## src/common/cfg_regs_pkg.sv

```systemverilog
package cfg_regs_pkg;

  // ----------------------------------------
  // address map
  // ----------------------------------------
  localparam logic [23:0] BUF_CFG_BASE = 24'h01_0000;
  localparam logic [23:0] WATERMARK_OFS = 24'h00_0000;
  localparam logic [23:0] STORE_CTRL_OFS = 24'h00_0004;
  localparam logic [23:0] WATERMARK_ADDR = BUF_CFG_BASE + WATERMARK_OFS;
  localparam logic [23:0] STORE_CTRL_ADDR = BUF_CFG_BASE + STORE_CTRL_OFS;
  localparam logic [23:0] MAINT_INFO_ADDR = 24'h01_0100;

  // ----------------------------------------
  // field layout
  // ----------------------------------------
  localparam int WM_W = 6;
  localparam int THR2_LSB = 16;
  localparam int THR1_LSB = 8;
  localparam int THR0_LSB = 0;
  localparam int RX_FC_ONLY_BIT = 31;
  localparam int UNIFIED_CLK_BIT = 30;
  localparam int TX_FC_BIT = 29;
  localparam int TX_REORDER_BIT = 28;
  localparam int TX_SIZE_LSB = 16;
  localparam int TX_SIZE_W = 11;
  localparam int FORCE_RX_FC_BIT = 15;
  localparam int RX_SIZE_LSB = 0;
  localparam int RX_SIZE_W = 8;
  localparam int TID_LSB = 24;
  localparam int PRIO_LSB = 17;
  localparam int CRF_BIT = 16;
  localparam int DEST_LSB = 0;

  // ----------------------------------------
  // reset values
  // ----------------------------------------
  localparam logic [5:0] PRIO0_THR_RST = 6'h03;
  localparam logic [5:0] PRIO1_THR_RST = 6'h02;
  localparam logic [5:0] PRIO2_THR_RST = 6'h01;
  localparam logic FORCE_RX_FC_RST = 1'b0;
  localparam logic [7:0] TID_RST = 8'h00;
  localparam logic [1:0] PRIO_RST = 2'b01;
  localparam logic CRF_RST = 1'b0;
  localparam logic [15:0] DEST_RST = 16'h0000;
  localparam logic [10:0] TX_SIZE_DEF = 11'h020;
  localparam logic [7:0] RX_SIZE_DEF = 8'h20;
  localparam logic [3:0] SEND_OK_RST = 4'h0;
  localparam logic [3:0] SEND_ALL = 4'hF;

  // ----------------------------------------
  // carriers
  // ----------------------------------------
  typedef struct packed {
    logic we;
    logic [23:0] addr;
    logic [31:0] wdata;
  } cfg_req_t;

  typedef struct packed {
    logic [7:0] tid;
    logic [1:0] prio;
    logic crf;
    logic [15:0] dest_id;
  } maint_hdr_t;

  typedef struct packed {
    logic [5:0] prio2;
    logic [5:0] prio1;
    logic [5:0] prio0;
  } thresholds_t;

  function automatic logic [31:0] wm_pack(input thresholds_t t);
    logic [31:0] w;
    w = 32'h0000_0000;
    w[THR2_LSB +: WM_W] = t.prio2;
    w[THR1_LSB +: WM_W] = t.prio1;
    w[THR0_LSB +: WM_W] = t.prio0;
    return w;
  endfunction

  function automatic thresholds_t wm_unpack(input logic [31:0] w);
    thresholds_t t;
    t.prio2 = w[THR2_LSB +: WM_W];
    t.prio1 = w[THR1_LSB +: WM_W];
    t.prio0 = w[THR0_LSB +: WM_W];
    return t;
  endfunction

  function automatic logic [31:0] mi_pack(input maint_hdr_t h);
    logic [31:0] w;
    w = 32'h0000_0000;
    w[TID_LSB +: 8] = h.tid;
    w[PRIO_LSB +: 2] = h.prio;
    w[CRF_BIT] = h.crf;
    w[DEST_LSB +: 16] = h.dest_id;
    return w;
  endfunction

endpackage

```

## src/buffer_maint_config_regs.sv

```systemverilog
`timescale 1ns/100ps
// Operation
// [RULE1] software keeps 64 > prio0 > prio1 > prio2 > 0 thresholds always
// [RULE2] bits 21:16 hold least partner space for priority 2 sends
// [RULE3] bits 13:8 hold least partner space for priority 1 sends
// [RULE4] bits 5:0 hold least partner space for priority 0 sends
// [RULE5] thresholds gate priorities only in transmitter-controlled flow control
// [RULE6] software should use thresholds 3, 2, 1 on small buffers
// [RULE7] software should stop traffic before rewriting thresholds
// [RULE8] control bit 31 reads receiver-flow-control-only build
// [RULE9] control bit 30 reads single-clock build; both layers share one clock
// [RULE10] control bit 29 reads one while transmitter flow control active
// [RULE11] control bit 28 reads one when request reordering built in
// [RULE12] control bits 26:16 read transmit buffer packet capacity
// [RULE13] bit 15 forces receiver flow control; ignored on receiver-only builds
// [RULE14] control bits 7:0 read receive buffer packet capacity
// [RULE15] request tid goes into next request, then increments
// [RULE16] request priority bits 18:17, reset to 01
// [RULE17] request crf bit 16, read-only without crf support
// [RULE18] request destination id bits 15:0
// [RULE19] request info register exists only with maintenance port present
// [RULE20] buffer registers sit at fixed base in implementation space
// [RULE21] user logic rewrites request info before each remote request
// [RULE22] reserved bits read zero; read-only and reserved writes ignored
module buffer_maint_config_regs #(
  parameter bit RX_FC_ONLY = 1'b0,
  parameter bit UNIFIED_CLK = 1'b0,
  parameter bit TX_REORDER = 1'b0,
  parameter bit CRF_SUPPORT = 1'b1,
  parameter bit MAINT_PORT_PRESENT = 1'b1,
  parameter logic [10:0] TX_SIZE = cfg_regs_pkg::TX_SIZE_DEF,
  parameter logic [7:0] RX_SIZE = cfg_regs_pkg::RX_SIZE_DEF
) (
  input logic core_clk,
  input logic rst,
  input logic cfg_valid,
  input cfg_regs_pkg::cfg_req_t cfg_req,
  output logic cfg_ack,
  output logic cfg_err,
  output logic [31:0] cfg_rdata,
  input logic link_tx_fc_ok,
  input logic [5:0] partner_free_space,
  output logic [3:0] prio_send_ok,
  output logic tx_fc_active,
  output cfg_regs_pkg::thresholds_t thresholds,
  input logic maint_req_sent,
  output cfg_regs_pkg::maint_hdr_t maint_hdr
);
  import cfg_regs_pkg::*;

  // ----------------------------------------
  // state
  // ----------------------------------------
  thresholds_t wm_reg;
  thresholds_t wm_next;
  logic force_rx_fc_reg;
  logic force_rx_fc_next;
  logic tx_fc_reg;
  logic tx_fc_next;
  logic ack_reg;
  logic ack_next;
  logic err_reg;
  logic err_next;
  logic [31:0] rdata_reg;
  logic [31:0] rdata_next;
  logic mi_wr;
  logic [31:0] ctrl_word;
  maint_hdr_t hdr;

  // ----------------------------------------
  // buffer control readback
  // ----------------------------------------
  always_comb begin
    ctrl_word = 32'h0000_0000;
    // [RULE8] receiver-only build flag
    ctrl_word[RX_FC_ONLY_BIT] = RX_FC_ONLY;
    // [RULE9] single-clock build flag
    ctrl_word[UNIFIED_CLK_BIT] = UNIFIED_CLK;
    // [RULE10] live flow control mode
    ctrl_word[TX_FC_BIT] = tx_fc_reg;
    // [RULE11] reorder build flag
    ctrl_word[TX_REORDER_BIT] = TX_REORDER;
    // [RULE12] transmit capacity
    ctrl_word[TX_SIZE_LSB +: TX_SIZE_W] = TX_SIZE;
    ctrl_word[FORCE_RX_FC_BIT] = force_rx_fc_reg;
    // [RULE14] receive capacity
    ctrl_word[RX_SIZE_LSB +: RX_SIZE_W] = RX_SIZE;
  end

  // ----------------------------------------
  // access decode
  // ----------------------------------------
  always_comb begin
    wm_next = wm_reg;
    force_rx_fc_next = force_rx_fc_reg;
    ack_next = cfg_valid;
    err_next = 1'b0;
    rdata_next = 32'h0000_0000;
    mi_wr = 1'b0;
    if (cfg_valid) begin
      // [RULE20] fixed base decode
      if (cfg_req.addr == WATERMARK_ADDR) begin
        if (cfg_req.we) begin
          // [RULE2] [RULE3] [RULE4] thresholds stored
          wm_next = wm_unpack(cfg_req.wdata);
        end else begin
          // [RULE22] reserved bits zero
          rdata_next = wm_pack(wm_reg);
        end
      end else if (cfg_req.addr == STORE_CTRL_ADDR) begin
        if (cfg_req.we) begin
          // [RULE13] force ignored on receiver-only
          if (!RX_FC_ONLY) begin
            force_rx_fc_next = cfg_req.wdata[FORCE_RX_FC_BIT];
          end
        end else begin
          rdata_next = ctrl_word;
        end
      end else if (MAINT_PORT_PRESENT && cfg_req.addr == MAINT_INFO_ADDR) begin
        // [RULE19] present only with maintenance port
        if (cfg_req.we) begin
          mi_wr = 1'b1;
        end else begin
          rdata_next = mi_pack(hdr);
        end
      end else begin
        err_next = 1'b1;
      end
    end
    // [RULE13] forced mode overrides partner capability
    // [RULE10] mode tracks build, force bit and link
    tx_fc_next = !RX_FC_ONLY && !force_rx_fc_reg && link_tx_fc_ok;
  end

  always_ff @(posedge core_clk or posedge rst) begin
    if (rst) begin
      wm_reg.prio0 <= PRIO0_THR_RST;
      wm_reg.prio1 <= PRIO1_THR_RST;
      wm_reg.prio2 <= PRIO2_THR_RST;
      force_rx_fc_reg <= FORCE_RX_FC_RST;
      tx_fc_reg <= 1'b0;
      ack_reg <= 1'b0;
      err_reg <= 1'b0;
      rdata_reg <= 32'h0000_0000;
    end else begin
      wm_reg <= wm_next;
      force_rx_fc_reg <= force_rx_fc_next;
      tx_fc_reg <= tx_fc_next;
      ack_reg <= ack_next;
      err_reg <= err_next;
      rdata_reg <= rdata_next;
    end
  end

  // ----------------------------------------
  // submodules
  // ----------------------------------------
  // [RULE5] thresholds applied by the gate
  prio_gate u_gate (
    .core_clk(core_clk),
    .rst(rst),
    .thr(wm_reg),
    .free_space(partner_free_space),
    .tx_fc_active(tx_fc_reg),
    .send_ok(prio_send_ok)
  );

  maint_info_reg #(
    .CRF_SUPPORT(CRF_SUPPORT)
  ) u_info (
    .core_clk(core_clk),
    .rst(rst),
    .wr_en(mi_wr),
    .wdata(cfg_req.wdata),
    .req_sent(maint_req_sent),
    .hdr(hdr)
  );

  assign cfg_ack = ack_reg;
  assign cfg_err = err_reg;
  assign cfg_rdata = rdata_reg;
  assign tx_fc_active = tx_fc_reg;
  assign thresholds = wm_reg;
  assign maint_hdr = hdr;

  // ----------------------------------------
  // checks
  // ----------------------------------------
  property p_wm2_store;
    @(posedge core_clk) disable iff (rst)
      (cfg_valid && cfg_req.we && cfg_req.addr == WATERMARK_ADDR)
        |=> wm_reg.prio2 == $past(cfg_req.wdata[21:16]);
  endproperty
  a_wm2_store: assert property (p_wm2_store) else $error("priority 2 threshold not stored"); // [RULE2]

  property p_wm1_store;
    @(posedge core_clk) disable iff (rst)
      (cfg_valid && cfg_req.we && cfg_req.addr == WATERMARK_ADDR)
        |=> wm_reg.prio1 == $past(cfg_req.wdata[13:8]);
  endproperty
  a_wm1_store: assert property (p_wm1_store) else $error("priority 1 threshold not stored"); // [RULE3]

  property p_wm0_readback;
    @(posedge core_clk) disable iff (rst)
      (cfg_valid && !cfg_req.we && cfg_req.addr == WATERMARK_ADDR)
        |=> cfg_ack && cfg_rdata[5:0] == $past(wm_reg.prio0) && cfg_rdata[31:22] == 10'h000;
  endproperty
  a_wm0_readback: assert property (p_wm0_readback) else $error("threshold readback wrong"); // [RULE4]

  property p_ctrl_build_bits;
    @(posedge core_clk) disable iff (rst)
      (cfg_valid && !cfg_req.we && cfg_req.addr == STORE_CTRL_ADDR)
        |=> cfg_rdata[31] == RX_FC_ONLY && cfg_rdata[30] == UNIFIED_CLK && cfg_rdata[28] == TX_REORDER;
  endproperty
  a_ctrl_build_bits: assert property (p_ctrl_build_bits) else $error("build flags misreported"); // [RULE8]

  property p_ctrl_mode_bit;
    @(posedge core_clk) disable iff (rst)
      (cfg_valid && !cfg_req.we && cfg_req.addr == STORE_CTRL_ADDR)
        |=> cfg_rdata[29] == $past(tx_fc_reg);
  endproperty
  a_ctrl_mode_bit: assert property (p_ctrl_mode_bit) else $error("flow control mode misreported"); // [RULE10]

  property p_ctrl_sizes;
    @(posedge core_clk) disable iff (rst)
      (cfg_valid && !cfg_req.we && cfg_req.addr == STORE_CTRL_ADDR)
        |=> cfg_rdata[26:16] == TX_SIZE && cfg_rdata[7:0] == RX_SIZE && cfg_rdata[14:8] == 7'h00;
  endproperty
  a_ctrl_sizes: assert property (p_ctrl_sizes) else $error("buffer sizes misreported"); // [RULE12]

  property p_force_write;
    @(posedge core_clk) disable iff (rst)
      (cfg_valid && cfg_req.we && cfg_req.addr == STORE_CTRL_ADDR)
        |=> force_rx_fc_reg == (!RX_FC_ONLY && $past(cfg_req.wdata[15]));
  endproperty
  a_force_write: assert property (p_force_write) else $error("force bit write handled wrongly"); // [RULE13]

  property p_forced_mode;
    @(posedge core_clk) disable iff (rst) force_rx_fc_reg |=> !tx_fc_reg;
  endproperty
  a_forced_mode: assert property (p_forced_mode) else $error("tx flow control while forced off"); // [RULE10]

  property p_info_absent;
    @(posedge core_clk) disable iff (rst)
      (cfg_valid && !MAINT_PORT_PRESENT && cfg_req.addr == MAINT_INFO_ADDR) |=> cfg_err && cfg_rdata == 32'h0000_0000;
  endproperty
  a_info_absent: assert property (p_info_absent) else $error("request info reachable without port"); // [RULE19]

  property p_info_readback;
    @(posedge core_clk) disable iff (rst)
      (cfg_valid && !cfg_req.we && MAINT_PORT_PRESENT && cfg_req.addr == MAINT_INFO_ADDR)
        |=> cfg_rdata[15:0] == $past(hdr.dest_id) && cfg_rdata[23:19] == 5'h00;
  endproperty
  a_info_readback: assert property (p_info_readback) else $error("request info readback wrong"); // [RULE18]

  property p_ack_timing;
    @(posedge core_clk) disable iff (rst) cfg_valid |=> cfg_ack ##1 (cfg_ack == $past(cfg_valid));
  endproperty
  a_ack_timing: assert property (p_ack_timing) else $error("access not answered in one cycle"); // [RULE20]

  property p_wm_fields;
    @(posedge core_clk) disable iff (rst)
      (cfg_valid && !cfg_req.we && cfg_req.addr == WATERMARK_ADDR)
        |=> cfg_rdata[21:16] == $past(wm_reg.prio2) && cfg_rdata[13:8] == $past(wm_reg.prio1)
          && cfg_rdata[15:14] == 2'b00 && cfg_rdata[7:6] == 2'b00;
  endproperty
  a_wm_fields: assert property (p_wm_fields) else $error("threshold fields misplaced"); // [RULE22]

  // thresholds only move on a watermark write
  property p_wm_hold;
    @(posedge core_clk) disable iff (rst)
      !(cfg_valid && cfg_req.we && cfg_req.addr == WATERMARK_ADDR) |=> wm_reg == $past(wm_reg);
  endproperty
  a_wm_hold: assert property (p_wm_hold) else $error("thresholds changed without a write"); // [RULE2]

  property p_force_readback;
    @(posedge core_clk) disable iff (rst)
      (cfg_valid && !cfg_req.we && cfg_req.addr == STORE_CTRL_ADDR)
        |=> cfg_rdata[15] == $past(force_rx_fc_reg) && cfg_rdata[27] == 1'b0;
  endproperty
  a_force_readback: assert property (p_force_readback) else $error("force bit misreported"); // [RULE13]

  property p_link_off_mode;
    @(posedge core_clk) disable iff (rst) !link_tx_fc_ok |=> !tx_fc_reg;
  endproperty
  a_link_off_mode: assert property (p_link_off_mode) else $error("tx flow control without partner"); // [RULE10]

  property p_link_on_mode;
    @(posedge core_clk) disable iff (rst)
      (link_tx_fc_ok && !force_rx_fc_reg && !RX_FC_ONLY) |=> tx_fc_reg;
  endproperty
  a_link_on_mode: assert property (p_link_on_mode) else $error("tx flow control not entered"); // [RULE10]

  property p_info_fields;
    @(posedge core_clk) disable iff (rst)
      (cfg_valid && !cfg_req.we && MAINT_PORT_PRESENT && cfg_req.addr == MAINT_INFO_ADDR)
        |=> cfg_rdata[31:24] == $past(hdr.tid) && cfg_rdata[18:17] == $past(hdr.prio)
          && cfg_rdata[16] == $past(hdr.crf);
  endproperty
  a_info_fields: assert property (p_info_fields) else $error("request info fields wrong"); // [RULE16]

  // unmapped access answers with error and zero data
  property p_unmapped;
    @(posedge core_clk) disable iff (rst)
      (cfg_valid && cfg_req.addr != WATERMARK_ADDR && cfg_req.addr != STORE_CTRL_ADDR
        && cfg_req.addr != MAINT_INFO_ADDR) |=> cfg_err && cfg_rdata == 32'h0000_0000;
  endproperty
  a_unmapped: assert property (p_unmapped) else $error("unmapped access not refused"); // [RULE22]

  property p_write_zero;
    @(posedge core_clk) disable iff (rst) (cfg_valid && cfg_req.we) |=> cfg_rdata == 32'h0000_0000;
  endproperty
  a_write_zero: assert property (p_write_zero) else $error("write returned read data"); // [RULE22]

  property p_idle_quiet;
    @(posedge core_clk) disable iff (rst) !cfg_valid |=> !cfg_ack && !cfg_err && cfg_rdata == 32'h0000_0000;
  endproperty
  a_idle_quiet: assert property (p_idle_quiet) else $error("answer without access"); // [RULE20]

  c_wm_write: cover property (@(posedge core_clk) disable iff (rst)
    cfg_valid && cfg_req.we && cfg_req.addr == WATERMARK_ADDR);
  c_force_rx: cover property (@(posedge core_clk) disable iff (rst) tx_fc_reg ##1 force_rx_fc_reg ##1 !tx_fc_reg);
  c_gate_block: cover property (@(posedge core_clk) disable iff (rst) tx_fc_reg && prio_send_ok[0] == 1'b0);
  c_tid_step: cover property (@(posedge core_clk) disable iff (rst) maint_req_sent ##1 maint_req_sent);
  c_unmapped: cover property (@(posedge core_clk) disable iff (rst) cfg_valid ##1 cfg_err);
endmodule

```

## src/maint_info_reg.sv

```systemverilog
`timescale 1ns/100ps
module maint_info_reg #(
  parameter bit CRF_SUPPORT = 1'b1
) (
  input logic core_clk,
  input logic rst,
  input logic wr_en,
  input logic [31:0] wdata,
  input logic req_sent,
  output cfg_regs_pkg::maint_hdr_t hdr
);
  import cfg_regs_pkg::*;

  maint_hdr_t hdr_reg;
  maint_hdr_t hdr_next;

  always_comb begin
    hdr_next = hdr_reg;
    // [RULE15] tid steps per sent request
    if (req_sent) begin
      hdr_next.tid = hdr_reg.tid + 8'h01;
    end
    // a write lands after the increment so software sets the next tid exactly
    if (wr_en) begin
      hdr_next.tid = wdata[TID_LSB +: 8];
      // [RULE16] request priority field
      hdr_next.prio = wdata[PRIO_LSB +: 2];
      // [RULE17] crf writable only with support
      if (CRF_SUPPORT) begin
        hdr_next.crf = wdata[CRF_BIT];
      end
      // [RULE18] destination id
      hdr_next.dest_id = wdata[DEST_LSB +: 16];
    end
  end

  always_ff @(posedge core_clk or posedge rst) begin
    if (rst) begin
      hdr_reg.tid <= TID_RST;
      hdr_reg.prio <= PRIO_RST;
      hdr_reg.crf <= CRF_RST;
      hdr_reg.dest_id <= DEST_RST;
    end else begin
      hdr_reg <= hdr_next;
    end
  end

  assign hdr = hdr_reg;

  property p_tid_increment;
    @(posedge core_clk) disable iff (rst)
      (req_sent && !wr_en) |=> hdr.tid == $past(hdr.tid) + 8'h01;
  endproperty
  a_tid_increment: assert property (p_tid_increment) else $error("tid did not step after request"); // [RULE15]

  property p_prio_reset;
    @(posedge core_clk) disable iff (rst) $fell(rst) |-> hdr.prio == PRIO_RST;
  endproperty
  a_prio_reset: assert property (p_prio_reset) else $error("request priority wrong after reset"); // [RULE16]

  property p_crf_locked;
    @(posedge core_clk) disable iff (rst) !CRF_SUPPORT |-> hdr.crf == CRF_RST;
  endproperty
  a_crf_locked: assert property (p_crf_locked) else $error("crf changed without support"); // [RULE17]
endmodule

```

## src/prio_gate.sv

```systemverilog
`timescale 1ns/100ps
module prio_gate (
  input logic core_clk,
  input logic rst,
  input cfg_regs_pkg::thresholds_t thr,
  input logic [5:0] free_space,
  input logic tx_fc_active,
  output logic [3:0] send_ok
);
  import cfg_regs_pkg::*;

  logic [3:0] send_ok_reg;
  logic [3:0] send_ok_next;

  function automatic logic meets(input logic [5:0] space, input logic [5:0] limit);
    return space >= limit;
  endfunction

  always_comb begin
    // [RULE5] gate only in tx flow control
    if (tx_fc_active) begin
      send_ok_next[0] = meets(free_space, thr.prio0);
      send_ok_next[1] = meets(free_space, thr.prio1);
      send_ok_next[2] = meets(free_space, thr.prio2);
      send_ok_next[3] = (free_space != 6'h00);
    end else begin
      send_ok_next = SEND_ALL;
    end
  end

  always_ff @(posedge core_clk or posedge rst) begin
    if (rst) begin
      send_ok_reg <= SEND_OK_RST;
    end else begin
      send_ok_reg <= send_ok_next;
    end
  end

  assign send_ok = send_ok_reg;

  property p_rx_fc_all_open;
    @(posedge core_clk) disable iff (rst) !tx_fc_active |=> send_ok == SEND_ALL;
  endproperty
  a_rx_fc_all_open: assert property (p_rx_fc_all_open) else $error("priority gated outside tx flow control"); // [RULE5]

  property p_prio0_threshold;
    @(posedge core_clk) disable iff (rst)
      (tx_fc_active && free_space < thr.prio0) |=> !send_ok[0];
  endproperty
  a_prio0_threshold: assert property (p_prio0_threshold) else $error("priority 0 sent below its threshold"); // [RULE4]
endmodule
```

## config.mk

```make
export PLATFORM = sky130hd
export DESIGN_NAME = buffer_maint_config_regs
export DESIGN_NICKNAME = d
export VERILOG_FILES = /design/src/common/cfg_regs_pkg.sv /design/src/buffer_maint_config_regs.sv /design/src/maint_info_reg.sv /design/src/prio_gate.sv
export SDC_FILE = /design/constraint.sdc
export NUM_CORES = 1
export LEC_CHECK = 0
export BUFFER_PORTS_ARGS = -buffer_cell sky130_fd_sc_hd__buf_4
export CORE_MARGIN = 2
export CORE_UTILIZATION = 52
export DETAILED_ROUTE_END_ITERATION = 12
export PLACE_DENSITY_LB_ADDON = 0.3
export SLEW_MARGIN = 20
export SYNTH_ARGS = -nofsm -noshare
export SYNTH_HDL_FRONTEND = slang
export SYNTH_SLANG_ARGS = --single-unit
```

## constraint.sdc

```tcl
create_clock -name core_clk -period 5.2 [get_ports core_clk]
set_input_delay 0.26 -clock core_clk [delete_from_list [all_inputs] [get_ports core_clk]]
set_output_delay 0.26 -clock core_clk [all_outputs]
set_load 0.01 [all_outputs]
```

==> impl_metrics.prom <==
# TYPE chip_impl_metric gauge
chip_impl_metric{name="place_hpwl",unit="mm"} 6.39
chip_impl_metric{name="yosys_register_bits",unit=""} 83
chip_impl_info{name="top_area_cells_in_the_synthesized_netlist",value="dfrtp_1, mux2_2, ha_1"} 1
chip_impl_metric{name="syn-cell-area",unit="um^2"} 3760
chip_impl_metric{name="drtAntennaViolNets",unit=""} 0
chip_impl_metric{name="antennaDiodeCount",unit=""} 0
chip_impl_metric{name="clock_insertion_delay_worst_skew",unit="ns"} 0.35
chip_impl_info{name="tritoncts",value="yes"} 1
chip_impl_metric{name="post_cts_buffers",unit=""} 0
chip_impl_metric{name="cellLeakagePower",unit="nW"} 2.64
chip_impl_info{name="critPathKind",value="in -> reg"} 1
chip_impl_metric{name="fin_hold_ws",unit="ns"} 0.0701
chip_impl_metric{name="via_count_of_the_first_global_routing_pass",unit=""} 3007
chip_impl_info{name="outcome",value="finished, final reports clean"} 1
chip_impl_metric{name="nets",unit=""} 534
chip_impl_metric{name="cts.path.max_buffers",unit=""} 2
chip_impl_metric{name="slew_headroom",unit=""} 0.314
chip_impl_metric{name="initialDrtViolationCount",unit=""} 99
chip_impl_info{name="root_buffer",value="clkbuf_8"} 1
chip_impl_metric{name="post_drt_via_cell_ratio",unit=""} 5.20
chip_impl_info{name="class_of_the_worst_hold_path",value="in -> reg"} 1
chip_impl_metric{name="synth_cells",unit=""} 296
chip_impl_metric{name="dieWidth",unit="um"} 89.0
chip_impl_info{name="synth_ff_type",value="dfrtp_1"} 1
chip_impl_metric{name="pin_count",unit=""} 152
chip_impl_metric{name="design.die.area",unit="um^2"} 7920
chip_impl_metric{name="final_min_period_over_clock_period",unit=""} 0.475
chip_impl_info{name="setup.worst_path.start_class",value="primary input"} 1
chip_impl_metric{name="detailroute.via_count",unit=""} 2849
chip_impl_metric{name="post_cts_hold_buffer_count",unit=""} 0
chip_impl_info{name="crit_path_top_delay_cell",value="nor4_4"} 1
chip_impl_metric{name="totalWireLength",unit="mm"} 8.92
chip_impl_metric{name="number_of_cells_upsized_or_downsized_after_cts",unit=""} 0
chip_impl_info{name="most_common_library_cell_in_the_layout_ignoring_fill_and_taps",value="buf_4"} 1
chip_impl_metric{name="maximum_fanout_encountered_on_the_critical_timing_path",unit=""} 15
chip_impl_metric{name="total_number_of_clock_tree_sinks",unit=""} 83
chip_impl_metric{name="firstDrtPassIters",unit=""} 4
chip_impl_metric{name="yosysUniqueCellTypes",unit=""} 34
chip_impl_metric{name="pwr-share-clk",unit=""} 0.323
chip_impl_metric{name="number_of_buffers_and_inverters_on_the_critical_path",unit=""} 2
chip_impl_metric{name="post_route_cells_drive_above_1_share",unit=""} 0.498
chip_impl_metric{name="number_of_buffers_inserted_during_clock_tree_synthesis",unit=""} 9
chip_impl_info{name="critPathTopFamily",value="simple AND/OR/NAND/NOR gates"} 1
chip_impl_metric{name="syn-mean-instance-area",unit="um^2"} 12.7
chip_impl_metric{name="max_cap_violations",unit=""} 0
chip_impl_metric{name="fp.coreArea",unit="um^2"} 6910
chip_impl_metric{name="htree_levels",unit=""} 3
chip_impl_metric{name="clk_pin_slew",unit="ns"} 0.07
chip_impl_info{name="path_cells",value="buf_4 -> nor4_1 -> nand3_1 -> nor4_4 -> buf_4 -> mux2_2"} 1
chip_impl_metric{name="final_count_of_pins_violating_max_slew",unit=""} 0
chip_impl_metric{name="grt_max_degree",unit=""} 84
chip_impl_metric{name="port-buffer-count",unit=""} 147
chip_impl_metric{name="ys_warn_count",unit=""} 0
chip_impl_metric{name="power.internal",unit="mW"} 1.02
chip_impl_metric{name="yosys.area.top_type_share",unit=""} 0.519
chip_impl_metric{name="grt_antenna_before_repair",unit=""} 0
chip_impl_metric{name="clock-skew-final",unit="ns"} 0.00929
chip_impl_metric{name="max_freq",unit="MHz"} 405
chip_impl_metric{name="route.detailed.drc",unit=""} 0
chip_impl_metric{name="sequential_share_of_power",unit=""} 0.518
chip_impl_metric{name="post_drt_wl_per_cell",unit="um"} 16.3
chip_impl_metric{name="layout_overhead_on_the_synthesized_area",unit="%"} 36.6
chip_impl_metric{name="overflow",unit=""} 0
chip_impl_metric{name="floorplan.initialDensity",unit=""} 0.544
chip_impl_metric{name="setup_total_negative_slack",unit="ns"} 0
chip_impl_metric{name="setup-violations-final",unit=""} 0
chip_impl_metric{name="die-height",unit="um"} 89.0
chip_impl_metric{name="count_of_flip_flops_with_a_built_in_enable_after_synthesis",unit=""} 0
chip_impl_metric{name="largest_register_ffs",unit=""} 30
chip_impl_metric{name="cp.required",unit="ns"} 5.42
chip_impl_metric{name="period_minus_slack",unit="ns"} 2.47
chip_impl_info{name="mostFrequentLayoutCells",value="buf_4, dfrtp_1, mux2_2"} 1
chip_impl_metric{name="synth-seq-area-share",unit=""} 0.554
chip_impl_metric{name="timing_worst_slew_pin_value",unit="ns"} 1.02
chip_impl_info{name="rsz_0062_raised_after_global_routing",value="no"} 1
chip_impl_metric{name="power_per_cell_area",unit="nW/um^2"} 268
chip_impl_metric{name="part_of_the_power_in_combinational_logic",unit=""} 0.159
chip_impl_metric{name="worst_path_largest_cell_delay",unit="ns"} 0.97
chip_impl_metric{name="power_switching",unit="mW"} 0.357
chip_impl_metric{name="grtUsageTotal",unit=""} 0.238
chip_impl_metric{name="grt_first_pass_wirelength",unit="mm"} 14.2
chip_impl_metric{name="critPathArrivalTime",unit="ns"} 2.69
chip_impl_metric{name="hold_viol",unit=""} 0
chip_impl_info{name="worst_setup_path_end_kind",value="register"} 1
chip_impl_metric{name="synth_async_sr_flop_share",unit=""} 1.00
chip_impl_metric{name="fp-row-count",unit=""} 30
chip_impl_metric{name="max-vdd-ir-drop",unit="uV"} 199
chip_impl_metric{name="power.share.switching",unit=""} 0.260
chip_impl_metric{name="globalplace.congestion",unit=""} 0.781
chip_impl_info{name="post-synth-top-area-cell",value="dfrtp_1"} 1
chip_impl_info{name="cpMostUsedCell",value="buf_4"} 1
[path summary, 6_finish.rpt]
kind / depth (start not counted) / from / slack (ns) / end
worst max-delay path: 6 / cfg_req[41] / 2.73 / u_info.hdr[21]
worst min-delay path: 1 / cfg_valid / 0.07 / cfg_ack
worst max register to register: 5 / thresholds[12] / 3.74 / u_gate.send_ok[2]
worst min register to register: 1 / force_rx_fc_reg / 0.46 / tx_fc_active
max in group asynchronous: 3 / rst / 4.61 / cfg_rdata[21]
min in group asynchronous: 3 / rst / 0.11 / thresholds[14]
[cells by family after synthesis]
| group | share of synthesized area |
|---|---|
| adder cells (fa/ha/maj) | 0.0632 |
| AO/OA/AOI/OAI | 0.0619 |
| flip-flops | 0.554 |
| buffers and inverters | 0.0409 |
| AND/OR/NAND/NOR | 0.122 |
| multiplexers | 0.141 |
| other | 0.000998 |
| XOR/XNOR | 0.0163 |
[cells in the mapped netlist, types with 3 or more instances]
library cell and instances:
a21o_1 6, a21oi_1 6, a22oi_1 16, and3_1 12, buf_4 5, clkbuf_1 5
dfrtp_1 78, dfstp_2 5, ha_1 19, inv_1 19, mux2_2 46, nand2_1 3
nand2b_1 7, nand3_1 9, nor2_1 20, nor2b_1 4, nor3_1 3, nor4_1 6
nor4b_1 3, o21ai_0 3, xnor2_1 3, xor2_1 4
[cell type report]
class	instances	area, um^2
flip-flops and latches	83	2080
fillers	507	1770
multi-input cells	183	1530
repair buffers	151	1140
clock buffers	11	131
well taps	96	120
inverters	19	72.6
clock inverters	5	55.1
[per-stage QoR]
| step | power, mW | instance area (um^2) | instances | utilization | setup slack (ns) |
|---|---|---|---|---|---|
| 3_3_place_gp | 0.934 | 4940 | 532 | 0.716 | 2.48 |
| 6_report | 1.38 | 5130 | 548 | 0.743 | 2.73 |
| 2_1_floorplan | 0.828 | 3760 | 297 | - | 2.81 |
| 3_5_place_dp | 0.944 | 4940 | 532 | 0.716 | 2.39 |
| 5_1_grt | 1.44 | 5130 | 548 | 0.743 | 2.56 |
| 4_1_cts | 1.39 | 5130 | 548 | 0.743 | 2.76 |
[power by group through the flow]
stage | Clock [mW] | Sequential (mW) | Combinational [mW]
2_1_floorplan | 0 | 0.731 | 0.0971
3_3_place_gp | 0 | 0.725 | 0.210
3_5_place_dp | 0 | 0.725 | 0.219
5_1_grt | 0.485 | 0.717 | 0.241
6_report | 0.444 | 0.712 | 0.218
4_1_cts | 0.453 | 0.713 | 0.221
[routing by layer]
layer	up-vias	part of all wire	global-route usage
li1	1344	-	-
met2	100	0.50	0.398
met4	0	0.014	0.0868
met1	1396	0.41	0.295
met3	9	0.081	0.0720
met5	-	0	0
No activity file was read; power rests on OpenSTA's default activity.
